### config.mk
export PLATFORM = sky130hd
export DESIGN_NAME = pcm_top
export DESIGN_NICKNAME = d
export VERILOG_FILES = /design/src/verilog/pcm_pkg.sv /design/src/verilog/pcm_prescaler.sv /design/src/verilog/pcm_freq_meter.sv /design/src/verilog/pcm_top.sv
export SDC_FILE = /design/constraint.sdc
export NUM_CORES = 1
export LEC_CHECK = 0
export BUFFER_PORTS_ARGS = -buffer_cell sky130_fd_sc_hd__buf_2
export CAP_MARGIN = 10
export CORE_UTILIZATION = 34
export DETAILED_ROUTE_END_ITERATION = 12
export MAX_ROUTING_LAYER = met4
export PLACE_DENSITY = 0.51
export SLEW_MARGIN = 25
export SYNTH_ARGS = -nofsm -noshare
export SYNTH_HDL_FRONTEND = slang
export SYNTH_SLANG_ARGS = --single-unit
export TNS_END_PERCENT = 100
### constraint.sdc
create_clock -name hclk -period 4.6 [get_ports hclk]
set_clock_uncertainty 0.2 [all_clocks]
set_input_delay 0.69 -clock hclk [delete_from_list [all_inputs] [get_ports hclk]]
set_output_delay 0.69 -clock hclk [all_outputs]
set_load 0.05 [all_outputs]
### src/verilog/pcm_pkg.sv
// constants for the power and clock manager
// assumes one 10 mhz bus clock and byte addresses on the register bus
package pcm_pkg;
   // ----------------------------------------
   // register byte offsets
   // ----------------------------------------
   localparam logic [7:0] ADDR_SC_EN = 8'h00;
   localparam logic [7:0] ADDR_SC_DIS = 8'h04;
   localparam logic [7:0] ADDR_SC_STAT = 8'h08;
   localparam logic [7:0] ADDR_PC_EN = 8'h10;
   localparam logic [7:0] ADDR_PC_DIS = 8'h14;
   localparam logic [7:0] ADDR_PC_STAT = 8'h18;
   localparam logic [7:0] ADDR_MOR = 8'h20;
   localparam logic [7:0] ADDR_MFR = 8'h24;
   localparam logic [7:0] ADDR_PLL = 8'h2c;
   localparam logic [7:0] ADDR_MCK = 8'h30;
   localparam logic [7:0] ADDR_PCK0 = 8'h40;
   localparam logic [7:0] ADDR_IRQ_EN = 8'h60;
   localparam logic [7:0] ADDR_IRQ_DIS = 8'h64;
   localparam logic [7:0] ADDR_SR = 8'h68;
   localparam logic [7:0] ADDR_IRQ_MASK = 8'h6c;
   localparam int PCK_COUNT = 3;
   // ----------------------------------------
   // field positions
   // ----------------------------------------
   localparam int SC_PROC = 0;
   localparam int SC_USB = 7;
   localparam int SC_PCK0 = 8;
   localparam int SR_OSC = 0;
   localparam int SR_LOCK = 2;
   localparam int SR_MCK = 3;
   localparam int SR_PCK0 = 8;
   localparam int MOR_EN = 0;
   localparam int MOR_BYP = 1;
   localparam int MOR_CNT = 8;
   localparam int MFR_RDY = 16;
   localparam int PLL_DIV = 0;
   localparam int PLL_CNT = 8;
   localparam int PLL_OUT = 14;
   localparam int PLL_MUL = 16;
   localparam int PLL_USB = 28;
   localparam int CFG_CLOCK_PRESCALER = 2;
   // ----------------------------------------
   // encodings, reset values and counts
   // ----------------------------------------
   localparam logic [1:0] CSS_SLOW = 2'h0;
   localparam logic [1:0] CSS_MAIN = 2'h1;
   localparam logic [1:0] CSS_PLL = 2'h3;
   localparam logic [7:0] RST_DIV = 8'h00;
   localparam logic [10:0] RST_MUL = 11'h000;
   localparam logic [1:0] RST_CSS = 2'h0;
   localparam logic [2:0] RST_CLOCK_PRESCALER = 3'h0;
   localparam logic [2:0] CLOCK_PRESCALER_MAX = 3'h6;
   localparam logic [2:0] OSC_TICK_LAST = 3'h7;
   localparam logic [4:0] MEAS_SLOW = 5'h10;
endpackage

### src/verilog/pcm_prescaler.sv
// power-of-two clock prescaler with a ready flag
// assumes the source is a filtered level on the bus clock
`timescale 1ns/1ns
module pcm_prescaler
   import pcm_pkg::*;
(
   input wire logic hclk,
   input wire logic hresetn,
   input wire logic src_level,
   input wire logic [2:0] clock_prescaler,
   input wire logic enable,
   input wire logic load,
   output logic clk_out,
   output logic ready
);
   logic prev_reg;
   logic [5:0] cnt_reg;
   logic out_reg;
   logic ready_reg;
   wire rise = src_level & ~prev_reg;
   wire restart = load | ~enable;
   // reserved code 7 runs as divide by 64
   wire [2:0] idx = (clock_prescaler > CLOCK_PRESCALER_MAX) ? 3'h5 : clock_prescaler - 3'h1;
   wire divided = (clock_prescaler == 3'h0) ? src_level : cnt_reg[idx];

   always_ff @(posedge hclk or negedge hresetn)
   begin
      if (!hresetn)
      begin
         prev_reg <= 1'b0;
         cnt_reg <= 6'h00;
         out_reg <= 1'b0;
         ready_reg <= 1'b0;
      end
      else
      begin
         prev_reg <= src_level;
         cnt_reg <= restart ? 6'h00 : cnt_reg + {5'h00, rise};
         out_reg <= enable & divided;
         ready_reg <= ~restart & (ready_reg | rise);
      end
   end
   assign clk_out = out_reg;
   assign ready = ready_reg;
endmodule

### src/verilog/pcm_freq_meter.sv
// main clock frequency counter from a slow rise to the sixteenth slow fall
// assumes filtered levels of both clocks on the bus clock
`timescale 1ns/1ns
module pcm_freq_meter
   import pcm_pkg::*;
(
   input wire logic hclk,
   input wire logic hresetn,
   input wire logic slow_level,
   input wire logic main_level,
   input wire logic stable,
   output logic [15:0] count,
   output logic ready
);
   typedef enum logic [1:0] {st_idle, st_wait, st_count, st_done} pcm_meas_t;
   pcm_meas_t state_reg;
   logic slow_prev_reg;
   logic main_prev_reg;
   logic [4:0] falls_reg;
   logic [15:0] count_reg;
   wire slow_rise = slow_level & ~slow_prev_reg;
   wire slow_fall = ~slow_level & slow_prev_reg;
   wire main_rise = main_level & ~main_prev_reg;
   wire last_fall = slow_fall & (falls_reg == MEAS_SLOW - 5'h01);

   always_ff @(posedge hclk or negedge hresetn)
   begin
      if (!hresetn)
      begin
         state_reg <= st_idle;
         slow_prev_reg <= 1'b0;
         main_prev_reg <= 1'b0;
         falls_reg <= 5'h00;
         count_reg <= 16'h0000;
      end
      else
      begin
         slow_prev_reg <= slow_level;
         main_prev_reg <= main_level;
         case (state_reg)
            st_idle:
               if (stable)
               begin
                  state_reg <= st_wait;
                  falls_reg <= 5'h00;
                  count_reg <= 16'h0000;
               end
            st_wait:
               if (slow_rise)
                  state_reg <= st_count;
            st_count:
            begin
               count_reg <= count_reg + {15'h0000, main_rise};
               falls_reg <= falls_reg + {4'h0, slow_fall};
               if (last_fall)
                  state_reg <= st_done;
            end
            default:
               state_reg <= st_done;
         endcase
         // a lost oscillator aborts and rearms the measurement
         if (!stable)
            state_reg <= st_idle;
      end
   end
   assign count = count_reg;
   assign ready = (state_reg == st_done);
endmodule

### src/verilog/pcm_top.sv
// power and clock manager: oscillator, pll control, master clock,
// idle mode, usb, peripheral and programmable clock gating
// assumes an ahb-lite master and clock pins slower than hclk / 4
//
// Contract
// - divider takes 1..255; zero holds divider and pll output low
// - reset clears every divider setting so the pll gets no input
// - pll output is source times (multiplier + 1) over divider
// - multiplier zero powers the pll down, nonzero re-enables it
// - pll change clears lock, loads count, counts slow clock to lock
// - usb clock is pll output divided by 1, 2 or 4; code 3 divides by 8
// - master clock picks slow, main or pll, divided by 1 to 64
// - master clock write clears ready until the new clock runs
// - processor clock on after reset, stopped by write, woken by irq
// - processor clock stops only after current instruction ends
// - usb clock enabled, disabled and shown by system clock registers
// - peripheral clocks set and cleared by ones, stop now, reset off
// - peripheral bit position equals the peripheral identifier
// - three programmable outputs each pick a source and 1 to 64
// - programmable outputs enabled, disabled and shown by ones
// - each programmable output has a ready flag once it runs
// - measurement sets ready and reports main cycles per 16 slow; counts from a slow rise to the 16th slow fall
// - oscillator enable clears stable, counts slow / 8, then sets
// - after reset oscillator off and slow clock selected
`timescale 1ns/1ns
module pcm_top
   import pcm_pkg::*;
#(
   parameter int PERIPH_COUNT = 32
)
(
   input wire logic hclk,
   input wire logic hresetn,
   input wire logic hsel,
   input wire logic [31:0] haddr,
   input wire logic [1:0] htrans,
   input wire logic hwrite,
   input wire logic [2:0] hsize,
   input wire logic [31:0] hwdata,
   input wire logic hready,
   output logic hreadyout,
   output logic hresp,
   output logic [31:0] hrdata,
   input wire logic slow_clock,
   input wire logic main_clock,
   input wire logic pll_clock,
   input wire logic wake_fast_irq,
   input wire logic wake_normal_irq,
   input wire logic instruction_done,
   output logic main_oscillator_enable,
   output logic oscillator_bypass,
   output logic [7:0] pll_divider,
   output logic [10:0] pll_multiplier,
   output logic [1:0] pll_out_range,
   output logic pll_enable,
   output logic master_clock,
   output logic processor_clock_enable,
   output logic usb_device_clock,
   output logic [PERIPH_COUNT-1:0] peripheral_clock_enable,
   output logic [PCK_COUNT-1:0] programmable_clock_output,
   output logic clock_irq
);
   // ----------------------------------------
   // source selection
   // ----------------------------------------
   function automatic logic pick(input logic [1:0] clock_source_select,
      input logic slow, input logic main, input logic pll);
      pick = (clock_source_select == CSS_MAIN) ? main : (clock_source_select == CSS_PLL) ? pll : slow;
   endfunction

   // ----------------------------------------
   // pin synchronisers
   // ----------------------------------------
   // a level moves only when stages two and three agree
   logic [2:0] s1_reg;
   logic [2:0] s2_reg;
   logic [2:0] s3_reg;
   logic [2:0] lvl_reg;
   logic slow_prev_reg;
   wire [2:0] pin_in = {pll_clock, main_clock, slow_clock};
   wire [2:0] lvl_next = (s2_reg & s3_reg) | (lvl_reg & (s2_reg | s3_reg));
   always_ff @(posedge hclk or negedge hresetn)
   begin
      if (!hresetn)
      begin
         s1_reg <= 3'h0;
         s2_reg <= 3'h0;
         s3_reg <= 3'h0;
         lvl_reg <= 3'h0;
         slow_prev_reg <= 1'b0;
      end
      else
      begin
         s1_reg <= pin_in;
         s2_reg <= s1_reg;
         s3_reg <= s2_reg;
         lvl_reg <= lvl_next;
         slow_prev_reg <= lvl_reg[0];
      end
   end
   wire slow_lvl = lvl_reg[0];
   wire main_lvl = lvl_reg[1];
   wire slow_rise = slow_lvl & ~slow_prev_reg;

   // ----------------------------------------
   // ahb-lite slave
   // ----------------------------------------
   // zero wait states; reads are sampled in the address phase
   logic wr_pend_reg;
   logic [7:0] waddr_reg;
   logic [31:0] rdata_reg;
   logic [31:0] rmux;
   wire take = hsel & hready & htrans[1];
   wire wr_stb = wr_pend_reg;
   wire w_sc_en = wr_stb & (waddr_reg == ADDR_SC_EN);
   wire w_sc_dis = wr_stb & (waddr_reg == ADDR_SC_DIS);
   wire w_pc_en = wr_stb & (waddr_reg == ADDR_PC_EN);
   wire w_pc_dis = wr_stb & (waddr_reg == ADDR_PC_DIS);
   wire w_mor = wr_stb & (waddr_reg == ADDR_MOR);
   wire w_pll = wr_stb & (waddr_reg == ADDR_PLL);
   wire w_mck = wr_stb & (waddr_reg == ADDR_MCK);
   wire w_irq_en = wr_stb & (waddr_reg == ADDR_IRQ_EN);
   wire w_irq_dis = wr_stb & (waddr_reg == ADDR_IRQ_DIS);
   always_ff @(posedge hclk or negedge hresetn)
   begin
      if (!hresetn)
      begin
         wr_pend_reg <= 1'b0;
         waddr_reg <= 8'h00;
         rdata_reg <= 32'h0000_0000;
      end
      else
      begin
         wr_pend_reg <= take & hwrite;
         waddr_reg <= haddr[7:0];
         if (take & ~hwrite)
            rdata_reg <= rmux;
      end
   end
   assign hreadyout = 1'b1;
   assign hresp = 1'b0;
   assign hrdata = rdata_reg;

   // ----------------------------------------
   // main oscillator
   // ----------------------------------------
   logic mosc_en_reg;
   logic bypass_reg;
   logic [7:0] osc_cnt_reg;
   logic [7:0] osc_down_reg;
   logic [2:0] osc_tick_reg;
   logic osc_stable_reg;
   wire osc_tick = slow_rise & (osc_tick_reg == OSC_TICK_LAST);
   always_ff @(posedge hclk or negedge hresetn)
   begin
      if (!hresetn)
      begin
         mosc_en_reg <= 1'b0;
         bypass_reg <= 1'b0;
         osc_cnt_reg <= 8'h00;
         osc_down_reg <= 8'h00;
         osc_tick_reg <= 3'h0;
         osc_stable_reg <= 1'b0;
      end
      else if (w_mor)
      begin
         mosc_en_reg <= hwdata[MOR_EN];
         bypass_reg <= hwdata[MOR_BYP];
         osc_cnt_reg <= hwdata[MOR_CNT +: 8];
         osc_down_reg <= hwdata[MOR_CNT +: 8];
         osc_tick_reg <= 3'h0;
         osc_stable_reg <= 1'b0;
      end
      else
      begin
         osc_tick_reg <= osc_tick_reg + {2'h0, slow_rise};
         if (osc_tick & mosc_en_reg & ~osc_stable_reg)
         begin
            osc_down_reg <= osc_down_reg - {7'h00, |osc_down_reg};
            osc_stable_reg <= (osc_down_reg <= 8'h01);
         end
      end
   end
   assign main_oscillator_enable = mosc_en_reg;
   assign oscillator_bypass = bypass_reg;

   // ----------------------------------------
   // frequency measurement
   // ----------------------------------------
   logic [15:0] meas_count;
   logic meas_ready;
   pcm_freq_meter u_meter (
      .hclk(hclk),
      .hresetn(hresetn),
      .slow_level(slow_lvl),
      .main_level(main_lvl),
      .stable(osc_stable_reg),
      .count(meas_count),
      .ready(meas_ready)
   );

   // ----------------------------------------
   // pll control and lock counter
   // ----------------------------------------
   logic [7:0] div_reg;
   logic [5:0] lock_cnt_reg;
   logic [1:0] out_rng_reg;
   logic [10:0] mul_reg;
   logic [1:0] usb_div_reg;
   logic [5:0] lock_down_reg;
   logic lock_reg;
   wire pll_on = (mul_reg != RST_MUL) & (div_reg != RST_DIV);
   // a stopped divider or pll gives a constant low clock
   wire pll_lvl = lvl_reg[2] & pll_on;
   always_ff @(posedge hclk or negedge hresetn)
   begin
      if (!hresetn)
      begin
         div_reg <= RST_DIV;
         lock_cnt_reg <= 6'h00;
         out_rng_reg <= 2'h0;
         mul_reg <= RST_MUL;
         usb_div_reg <= 2'h0;
         lock_down_reg <= 6'h00;
         lock_reg <= 1'b0;
      end
      else if (w_pll)
      begin
         div_reg <= hwdata[PLL_DIV +: 8];
         lock_cnt_reg <= hwdata[PLL_CNT +: 6];
         out_rng_reg <= hwdata[PLL_OUT +: 2];
         mul_reg <= hwdata[PLL_MUL +: 11];
         usb_div_reg <= hwdata[PLL_USB +: 2];
         lock_down_reg <= hwdata[PLL_CNT +: 6];
         lock_reg <= 1'b0;
      end
      else if (slow_rise & pll_on & ~lock_reg)
      begin
         lock_down_reg <= lock_down_reg - {5'h00, |lock_down_reg};
         lock_reg <= (lock_down_reg <= 6'h01);
      end
   end
   // the analog pll multiplies by (mul + 1) / div
   assign pll_divider = div_reg;
   assign pll_multiplier = mul_reg;
   assign pll_out_range = out_rng_reg;
   assign pll_enable = mul_reg != RST_MUL;

   // ----------------------------------------
   // master clock
   // ----------------------------------------
   logic [1:0] mck_css_reg;
   logic [2:0] mck_clock_prescaler_reg;
   logic mck_presc_rdy;
   // while the pll relocks the master clock runs from main clock
   wire pll_wait = (mck_css_reg == CSS_PLL) & ~lock_reg;
   wire [1:0] mck_css_eff = pll_wait ? CSS_MAIN : mck_css_reg;
   wire mck_src = pick(mck_css_eff, slow_lvl, main_lvl, pll_lvl);
   always_ff @(posedge hclk or negedge hresetn)
   begin
      if (!hresetn)
      begin
         mck_css_reg <= RST_CSS;
         mck_clock_prescaler_reg <= RST_CLOCK_PRESCALER;
      end
      else if (w_mck)
      begin
         mck_css_reg <= hwdata[1:0];
         mck_clock_prescaler_reg <= hwdata[CFG_CLOCK_PRESCALER +: 3];
      end
   end
   pcm_prescaler u_mck (
      .hclk(hclk),
      .hresetn(hresetn),
      .src_level(mck_src),
      .clock_prescaler(mck_clock_prescaler_reg),
      .enable(1'b1),
      .load(w_mck | w_pll),
      .clk_out(master_clock),
      .ready(mck_presc_rdy)
   );
   wire mck_ready = mck_presc_rdy & ~pll_wait;

   // ----------------------------------------
   // system clocks: processor, usb, outputs
   // ----------------------------------------
   logic proc_en_reg;
   logic stop_pend_reg;
   logic usb_en_reg;
   logic [PCK_COUNT-1:0] pck_en_reg;
   wire wake = wake_fast_irq | wake_normal_irq;
   always_ff @(posedge hclk or negedge hresetn)
   begin
      if (!hresetn)
      begin
         proc_en_reg <= 1'b1;
         stop_pend_reg <= 1'b0;
         usb_en_reg <= 1'b0;
         pck_en_reg <= '0;
      end
      else
      begin
         // a wake or enable always beats a pending stop
         if (wake | (w_sc_en & hwdata[SC_PROC]))
         begin
            proc_en_reg <= 1'b1;
            stop_pend_reg <= 1'b0;
         end
         else if (w_sc_dis & hwdata[SC_PROC])
            stop_pend_reg <= 1'b1;
         else if (stop_pend_reg & instruction_done)
         begin
            proc_en_reg <= 1'b0;
            stop_pend_reg <= 1'b0;
         end
         if (w_sc_en & hwdata[SC_USB])
            usb_en_reg <= 1'b1;
         else if (w_sc_dis & hwdata[SC_USB])
            usb_en_reg <= 1'b0;
         if (w_sc_en | w_sc_dis)
            pck_en_reg <= (pck_en_reg
               | ({PCK_COUNT{w_sc_en}} & hwdata[SC_PCK0 +: PCK_COUNT]))
               & ~({PCK_COUNT{w_sc_dis}} & hwdata[SC_PCK0 +: PCK_COUNT]);
      end
   end
   assign processor_clock_enable = proc_en_reg;

   pcm_prescaler u_usb (
      .hclk(hclk),
      .hresetn(hresetn),
      .src_level(pll_lvl),
      .clock_prescaler({1'b0, usb_div_reg}),
      .enable(usb_en_reg),
      .load(w_pll),
      .clk_out(usb_device_clock),
      .ready()
   );

   logic [1:0] pck_css_reg [PCK_COUNT];
   logic [2:0] pck_clock_prescaler_reg [PCK_COUNT];
   logic [PCK_COUNT-1:0] pck_ready;
   logic [PCK_COUNT-1:0] pck_src;
   for (genvar i = 0; i < PCK_COUNT; i++)
   begin : g_pck
      wire w_cfg = wr_stb & (waddr_reg == ADDR_PCK0 + 8'(4 * i));
      always_ff @(posedge hclk or negedge hresetn)
      begin
         if (!hresetn)
         begin
            pck_css_reg[i] <= RST_CSS;
            pck_clock_prescaler_reg[i] <= RST_CLOCK_PRESCALER;
         end
         else if (w_cfg)
         begin
            pck_css_reg[i] <= hwdata[1:0];
            pck_clock_prescaler_reg[i] <= hwdata[CFG_CLOCK_PRESCALER +: 3];
         end
      end
      // no glitch guard: software stops the output around changes
      assign pck_src[i] = pick(pck_css_reg[i], slow_lvl, main_lvl,
         pll_lvl);
      pcm_prescaler u_pck (
         .hclk(hclk),
         .hresetn(hresetn),
         .src_level(pck_src[i]),
         .clock_prescaler(pck_clock_prescaler_reg[i]),
         .enable(pck_en_reg[i]),
         .load(w_cfg),
         .clk_out(programmable_clock_output[i]),
         .ready(pck_ready[i])
      );
   end

   // ----------------------------------------
   // peripheral clocks
   // ----------------------------------------
   logic [PERIPH_COUNT-1:0] periph_en_reg;
   wire [PERIPH_COUNT-1:0] pc_set = hwdata[PERIPH_COUNT-1:0];
   always_ff @(posedge hclk or negedge hresetn)
   begin
      if (!hresetn)
         periph_en_reg <= '0;
      else if (w_pc_en)
         periph_en_reg <= periph_en_reg | pc_set;
      else if (w_pc_dis)
         periph_en_reg <= periph_en_reg & ~pc_set;
   end
   assign peripheral_clock_enable = periph_en_reg;

   // ----------------------------------------
   // status, interrupt and read mux
   // ----------------------------------------
   logic [31:0] status;
   logic [31:0] sc_status;
   logic [31:0] irq_mask_reg;
   always_comb
   begin
      status = 32'h0000_0000;
      status[SR_OSC] = osc_stable_reg;
      status[SR_LOCK] = lock_reg;
      status[SR_MCK] = mck_ready;
      status[SR_PCK0 +: PCK_COUNT] = pck_ready;
      sc_status = 32'h0000_0000;
      sc_status[SC_PROC] = proc_en_reg;
      sc_status[SC_USB] = usb_en_reg;
      sc_status[SC_PCK0 +: PCK_COUNT] = pck_en_reg;
   end
   always_ff @(posedge hclk or negedge hresetn)
   begin
      if (!hresetn)
         irq_mask_reg <= 32'h0000_0000;
      else if (w_irq_en)
         irq_mask_reg <= irq_mask_reg | hwdata;
      else if (w_irq_dis)
         irq_mask_reg <= irq_mask_reg & ~hwdata;
   end
   assign clock_irq = |(status & irq_mask_reg);

   wire [7:0] ra = haddr[7:0];
   wire [31:0] mor_word = {16'h0000, osc_cnt_reg, 6'h00,
      bypass_reg, mosc_en_reg};
   wire [31:0] pll_word = {2'h0, usb_div_reg, 1'b0, mul_reg,
      out_rng_reg, lock_cnt_reg, div_reg};
   wire [31:0] mfr_word = {15'h0000, meas_ready, meas_count};
   wire [1:0] pk = ra[3:2];
   wire pk_ok = (ra[7:4] == ADDR_PCK0[7:4]) & (pk < 2'(PCK_COUNT));
   wire [31:0] pck_word = pk_ok ?
      {27'h0, pck_clock_prescaler_reg[pk], pck_css_reg[pk]} : 32'h0;
   wire [31:0] periph_word = 32'(periph_en_reg);
   assign rmux = (ra == ADDR_SC_STAT) ? sc_status :
      (ra == ADDR_PC_STAT) ? periph_word :
      (ra == ADDR_MOR) ? mor_word :
      (ra == ADDR_MFR) ? mfr_word :
      (ra == ADDR_PLL) ? pll_word :
      (ra == ADDR_MCK) ? {27'h0, mck_clock_prescaler_reg, mck_css_reg} :
      (ra == ADDR_SR) ? status :
      (ra == ADDR_IRQ_MASK) ? irq_mask_reg : pck_word;
endmodule

==> results of run 1 <==
## through the flow
step / setup slack (ns) / utilization, % / cells / instance area [µm²]
global placement: 1.498 / 38.10 / 1889 / 14050
finish: 1.651 / 40.98 / 1946 / 15110
global route: 1.416 / 40.98 / 1946 / 15110
CTS: 1.586 / 40.98 / 1946 / 15110
floorplan: 1.640 / - / 1296 / 12810
detailed placement: 1.474 / 38.11 / 1889 / 14050
## final timing paths
| check | slack, ns | depth (start not counted) | end |
|---|---|---|---|
| max | 1.65 | 4 | pll_enable |
| min | 0.03 | 1 | s1_reg[2] |
| max reg2reg | 1.67 | 10 | g_pck[1].u_pck.cnt_reg[5] |
| min reg2reg | 0.15 | 0 | s2_reg[2] |
| max in group asynchronous | 2.66 | 3 | g_pck[2].u_pck.cnt_reg[3] |
| min in group asynchronous | 0.54 | 2 | stop_pend_reg |
## power by group through the flow
stage | clock, mW | combinational [mW] | sequential (mW)
finish | 2.53 | 0.714 | 2.64
global route | 2.68 | 0.790 | 2.66
CTS | 2.59 | 0.724 | 2.64
detailed placement | 0 | 0.721 | 2.68
global placement | 0 | 0.708 | 2.68
floorplan | 0 | 0.333 | 2.79
## layer usage
layer | wire length [µm] | track usage [%] | part of all wire, %
met5 | 0 | - | 0
met4 | 1059 | 6.626 | 2.6
met3 | 2177 | 3.077 | 5.4
met2 | 18210 | 32.91 | 46
met1 | 18550 | 30.07 | 46
## cells by family (layout without fill, tap and decap cells)
kind of cell | count (synthesis) | count (layout) | synth area share [%]
and+or+nand+nor | 460 | 460 | 17.40
AOI/OAI and AO/OA | 342 | 342 | 16.86
DFF | 268 | 268 | 52.38
buffers and inverters | 106 | 252 | 3.449
muxes | 48 | 48 | 4.064
adders and majority gates | 36 | 36 | 3.459
xor gates and xnor gates | 34 | 34 | 2.325
other | 2 | 2 | 0.05864
## cells in the final DEF (no fill, tap or decap), types with 17 or more instances in the layout
cell type	count
dfrtp_1	266
nand2_1	194
buf_2	145
nor2_1	96
a21oi_1	84
a31oi_1	83
o21ai_0	65
nand3_1	40
ha_1	33
clkbuf_16	31
inv_1	29
a22oi_1	29
mux2i_1	25
xor2_1	19
nor2b_1	18
buf_4	18
mux2_2	17
## critical path: cells and delay by family (launching register included)
kind | cells | cell delay [ns]
simple gates | 2 | 0.55
buf+inv | 2 | 0.51
flops | 1 | 0.43
## final cells by class
class                   count  area share (%)
inverters                  29          0.7204
multi-input cells         922           37.65
clock buffers              47           6.260
well taps                 504           4.173
clock inverters             9          0.6707
flip-flops and latches    268           44.40
repair buffers            167           6.127
==> results.toml, run 1 <==
[layout]
layout.nets = 1532
seq_area_um2 = 6709
drive_gt1_share_pct = 17.82
syn_to_final_growth_pct = 18.00
multiInputGateArea_um2 = 5689
n_antenna_cell = 0
fillers = 3668

[cts]
cts.clk_slew.worst_paths_ns = 0.06
cts_tree = "yes"
postCtsSetupRepairBufs = 0
clock-sinks = 268
cts_hold_buffers = 1
clkLatencyLatePin_ns = 0.57
cts_resized = 0
htreeDepth = 1
cts_buffer_depth = 3
root_buffer = "clkbuf_16"
numCtsBuffers = 31

[yosys]
syn-num-nets = 1409
ys_seq_elements = 268
synth_cells = 1296
synth_ff_type = "dfrtp_1"
synthesis.area_um2 = 12810
async_flop_share_pct = 100.0
yosys_warnings = 0
avgSynthCellArea_um2 = 9.881
synth_edf_count = 0
synth_top_cell_by_area = "dfrtp_1"
yosysMostFrequentCell = "dfrtp_1"
yosysTopAreaCellShare_pct = 52.17
ys_top_cells_by_count = "dfrtp_1 (267), nand2_1 (194), nor2_1 (97), a21oi_1 (84), a31oi_1 (83)"
ys_types = 80
yosysSeqAreaShare_pct = 52.38
synthTopCellsByArea = "dfrtp_1 (52%), nand2_1 (5.7%), a31oi_1 (4.1%), a21oi_1 (3.3%), ha_1 (3.2%)"

[sta]
fin_crit_sh_pct = 64.12
setup_violations = 0
slew_viol_final = 0
whs_ns = 0.02802
final.setup.tns_ns = 0
hold_viol_final = 0
rsz0062_at_grt = "no"
period_needed_ns = 2.949
worst-slew-pin-transition_ns = 0.9144
fmax_ghz = 0.3391
slew-limit-headroom_pct = 38.57

[critical_path]
cp-end-kind = "primary output"
worst-setup-path-type = "register to primary output"
cp-start-kind = "register"
cp_cell_sequence = "nor4_1, nand3_1, buf_4, buf_2"
path_max_fanout = 12
r2r-start = "pll_divider[6]"
crit_path_top_delay_cell = "dfrtp_1"
critPathRequiredTime_ns = 3.71
crit_start = "pll_multiplier[9]"
cp_data_arrival_time_ns = 2.06
cpPeakStageDelay_ns = 0.43

[grt]
antenna_found_initial = 0
grt_pass1_vias = 9956
track_usage_pct = 21.70
grt_overflow = 0
grt_max_degree = 93
grt_pass1_wl_mm = 61.84

[power_and_ir_drop]
p_sw_share_pct = 27.52
clockPowerShare_pct = 43.0
power_mw = 5.884
p_leak_nw = 6.804
power_density_nw_per_um2 = 389.4
ir_worst_vdd_v = 0.0002693
switchingPower_mw = 1.619
p_comb_share_pct = 12.1
internal_power_mw = 4.265
pwr-share-seq_pct = 44.9

[detailed_routing]
viasPerCell = 5.324
wl_per_cell_um = 20.55
dr.pass1.iters = 5
dr.first_iter.drc_count = 905
num_vias = 10360
drc = 0
wirelength_mm = 39.99
antenna_left = 0

[placed_design]
port_buffers = 146
routabilityCongestion = 0.8357
place_hpwl_mm = 27.44

[floorplanning]
design.die.area_um2 = 38450
initial_core_util_pct = 34.73
core-area_um2 = 36870
fp.dieW_um = 196.1
die_h_um = 196.1
io_pins = 177
rows = 70

[flow_run]
cap_violations = 0

[outcome]
status = "complete, no violations"

[min_path]
hp-class = "input port to register"
min_from = "pll_clock"
Power figures use the tool's default switching activity.
==> run 2: changes to the inputs <==
Clock period 4.6 ns to 2.74 ns, I/O delays scaled along.
==> results.toml, run 2 (synthesis gave the netlist of run 1 again) <==
[min_path]
whs_endpoint = "oscillator_bypass"
min_from = "hwdata[1]"
hold_path_depth = 3
hp-class = "input port to register"

[cts]
cts.clk_slew.worst_paths_ns = 0.06
clock-sinks = 268
postCtsSetupRepairBufs = 0
cts_tree = "yes"
root_buffer = "clkbuf_16"
cts_buffer_depth = 3
numCtsBuffers = 31
clkLatencyLatePin_ns = 0.58
htreeDepth = 1

[layout]
n_antenna_cell = 0
final_common_cell = "dfrtp_1"
syn_to_final_growth_pct = 25.40
final_cell_mix = "dfrtp_1 (266), nand2_1 (194), buf_2 (145)"
drive_gt1_share_pct = 19.65
layout.nets = 1615

[sta]
rsz0062_at_grt = "no"
whs_ns = 0.02033
period_needed_ns = 2.626
fin_crit_sh_pct = 95.82
fmax_ghz = 0.3809
final.setup.tns_ns = 0
slew-limit-headroom_pct = 48.36
slew_viol_final = 0
setup_violations = 0
worst-slew-pin-transition_ns = 0.7745
hold_viol_final = 0

[detailed_routing]
num_vias = 10670
wl_per_cell_um = 19.86
dr.first_iter.drc_count = 941
viasPerCell = 5.255
antenna_left = 0
drc = 0
wirelength_mm = 40.33
dr.pass1.iters = 5

[critical_path]
reg2reg_slack_ns = 0.11
cp-end-kind = "register"
critPathRequiredTime_ns = 3.04
cp_cell_sequence = "or4b_4, nor3_4, nand2_1, o21bai_1, a211o_1, dlygate4sd3_1"
crit_path_top_delay_cell = "or4b_4"
cp_data_arrival_time_ns = 2.93
cpPeakStageDelay_ns = 0.61
r2r-start = "waddr_reg[3]"
worst-setup-path-type = "register to register"
rr_worst_depth = 6
timing.rr.end = "processor_clock_enable"
cp-start-kind = "register"
path_max_fanout = 7
path_delay_family = "simple AND/OR/NAND/NOR gates"
worst-path-buf-inv = 1

[placed_design]
routabilityCongestion = 0.8882
port_buffers = 146
place_hpwl_mm = 27.98

[outcome]
status = "complete, no violations"

[grt]
track_usage_pct = 21.87
grt_pass1_wl_mm = 62.78
grt_overflow = 0
antenna_found_initial = 0
grt_pass1_vias = 10490
grt_max_degree = 69

[floorplanning]
rows = 70
core-area_um2 = 36870
design.die.area_um2 = 38450
fp.dieW_um = 196.1
io_pins = 177
die_h_um = 196.1
initial_core_util_pct = 34.73

[flow_run]
cap_violations = 0

[power_and_ir_drop]
power_mw = 10.38
ir_worst_vdd_v = 0.0003748
p_leak_nw = 7.235
power_density_nw_per_um2 = 646.2
==> run 2: metrics by stage <==
stage	setup WS [ns]	instances	util [%]	cell area (µm²)
2_1_floorplan	0.03128	1296	-	12810
3_3_place_gp	0.1452	1927	39.07	14410
3_5_place_dp	0.1192	1927	39.07	14410
4_1_cts	0.07891	2031	43.48	16030
5_1_grt	0.001612	2031	43.55	16060
6_report	0.1145	2031	43.55	16060
==> run 2: worst max-delay path by stage <==
stage / depth (start not counted) / to / start
2_1_floorplan: 10 / g_pck[2].u_pck.cnt_reg[4] / pll_multiplier[7]
3_3_place_gp: 10 / g_pck[1].u_pck.cnt_reg[5] / pll_multiplier[10]
3_5_place_dp: 11 / g_pck[1].u_pck.cnt_reg[5] / pll_divider[6]
4_1_cts: 6 / processor_clock_enable / waddr_reg[3]
5_1_grt: 11 / g_pck[1].u_pck.cnt_reg[5] / pll_divider[7]
6_report: 6 / processor_clock_enable / waddr_reg[3]
==> run 2: worst min-delay path: stages <==
cell and delay (ns):
buf_2 0.21, nand2_1 0.09, nand2_1 0.04
==> run 2: layout make-up <==
class	instances	area, µm²
Clock inverter	12	244.0
Tap cell	504	630.6
Clock buffer	46	922.1
Multi-Input combinational cell	922	5708
Inverter	29	108.9
Timing Repair Buffer	250	1737
Sequential cell	268	6709
Fill cell	3571	20810
==> run 2: repair_timing <==
action | 4_1_cts | 5_1_grt
endpoints found under the setup margin | 0 | 8
hold buffers | 46 | 0
endpoints found under the hold margin | 153 | 0
gates resized for setup | 0 | 4
==> run 2: routing by layer <==
layer	global-route usage (%)	up-vias	wire [µm]
met5	-	-	0
met4	7.697	0	1347
met3	3.112	82	1832
met2	33.03	276	18040
met1	30.01	5240	19110
li1	-	5075	-
==> run 2: where the power goes <==
part	internal [mW]	total, mW	switching [mW]
Sequential	4.21	4.41	0.197
Combinational	0.455	1.29	0.834
Clock	2.97	4.68	1.70
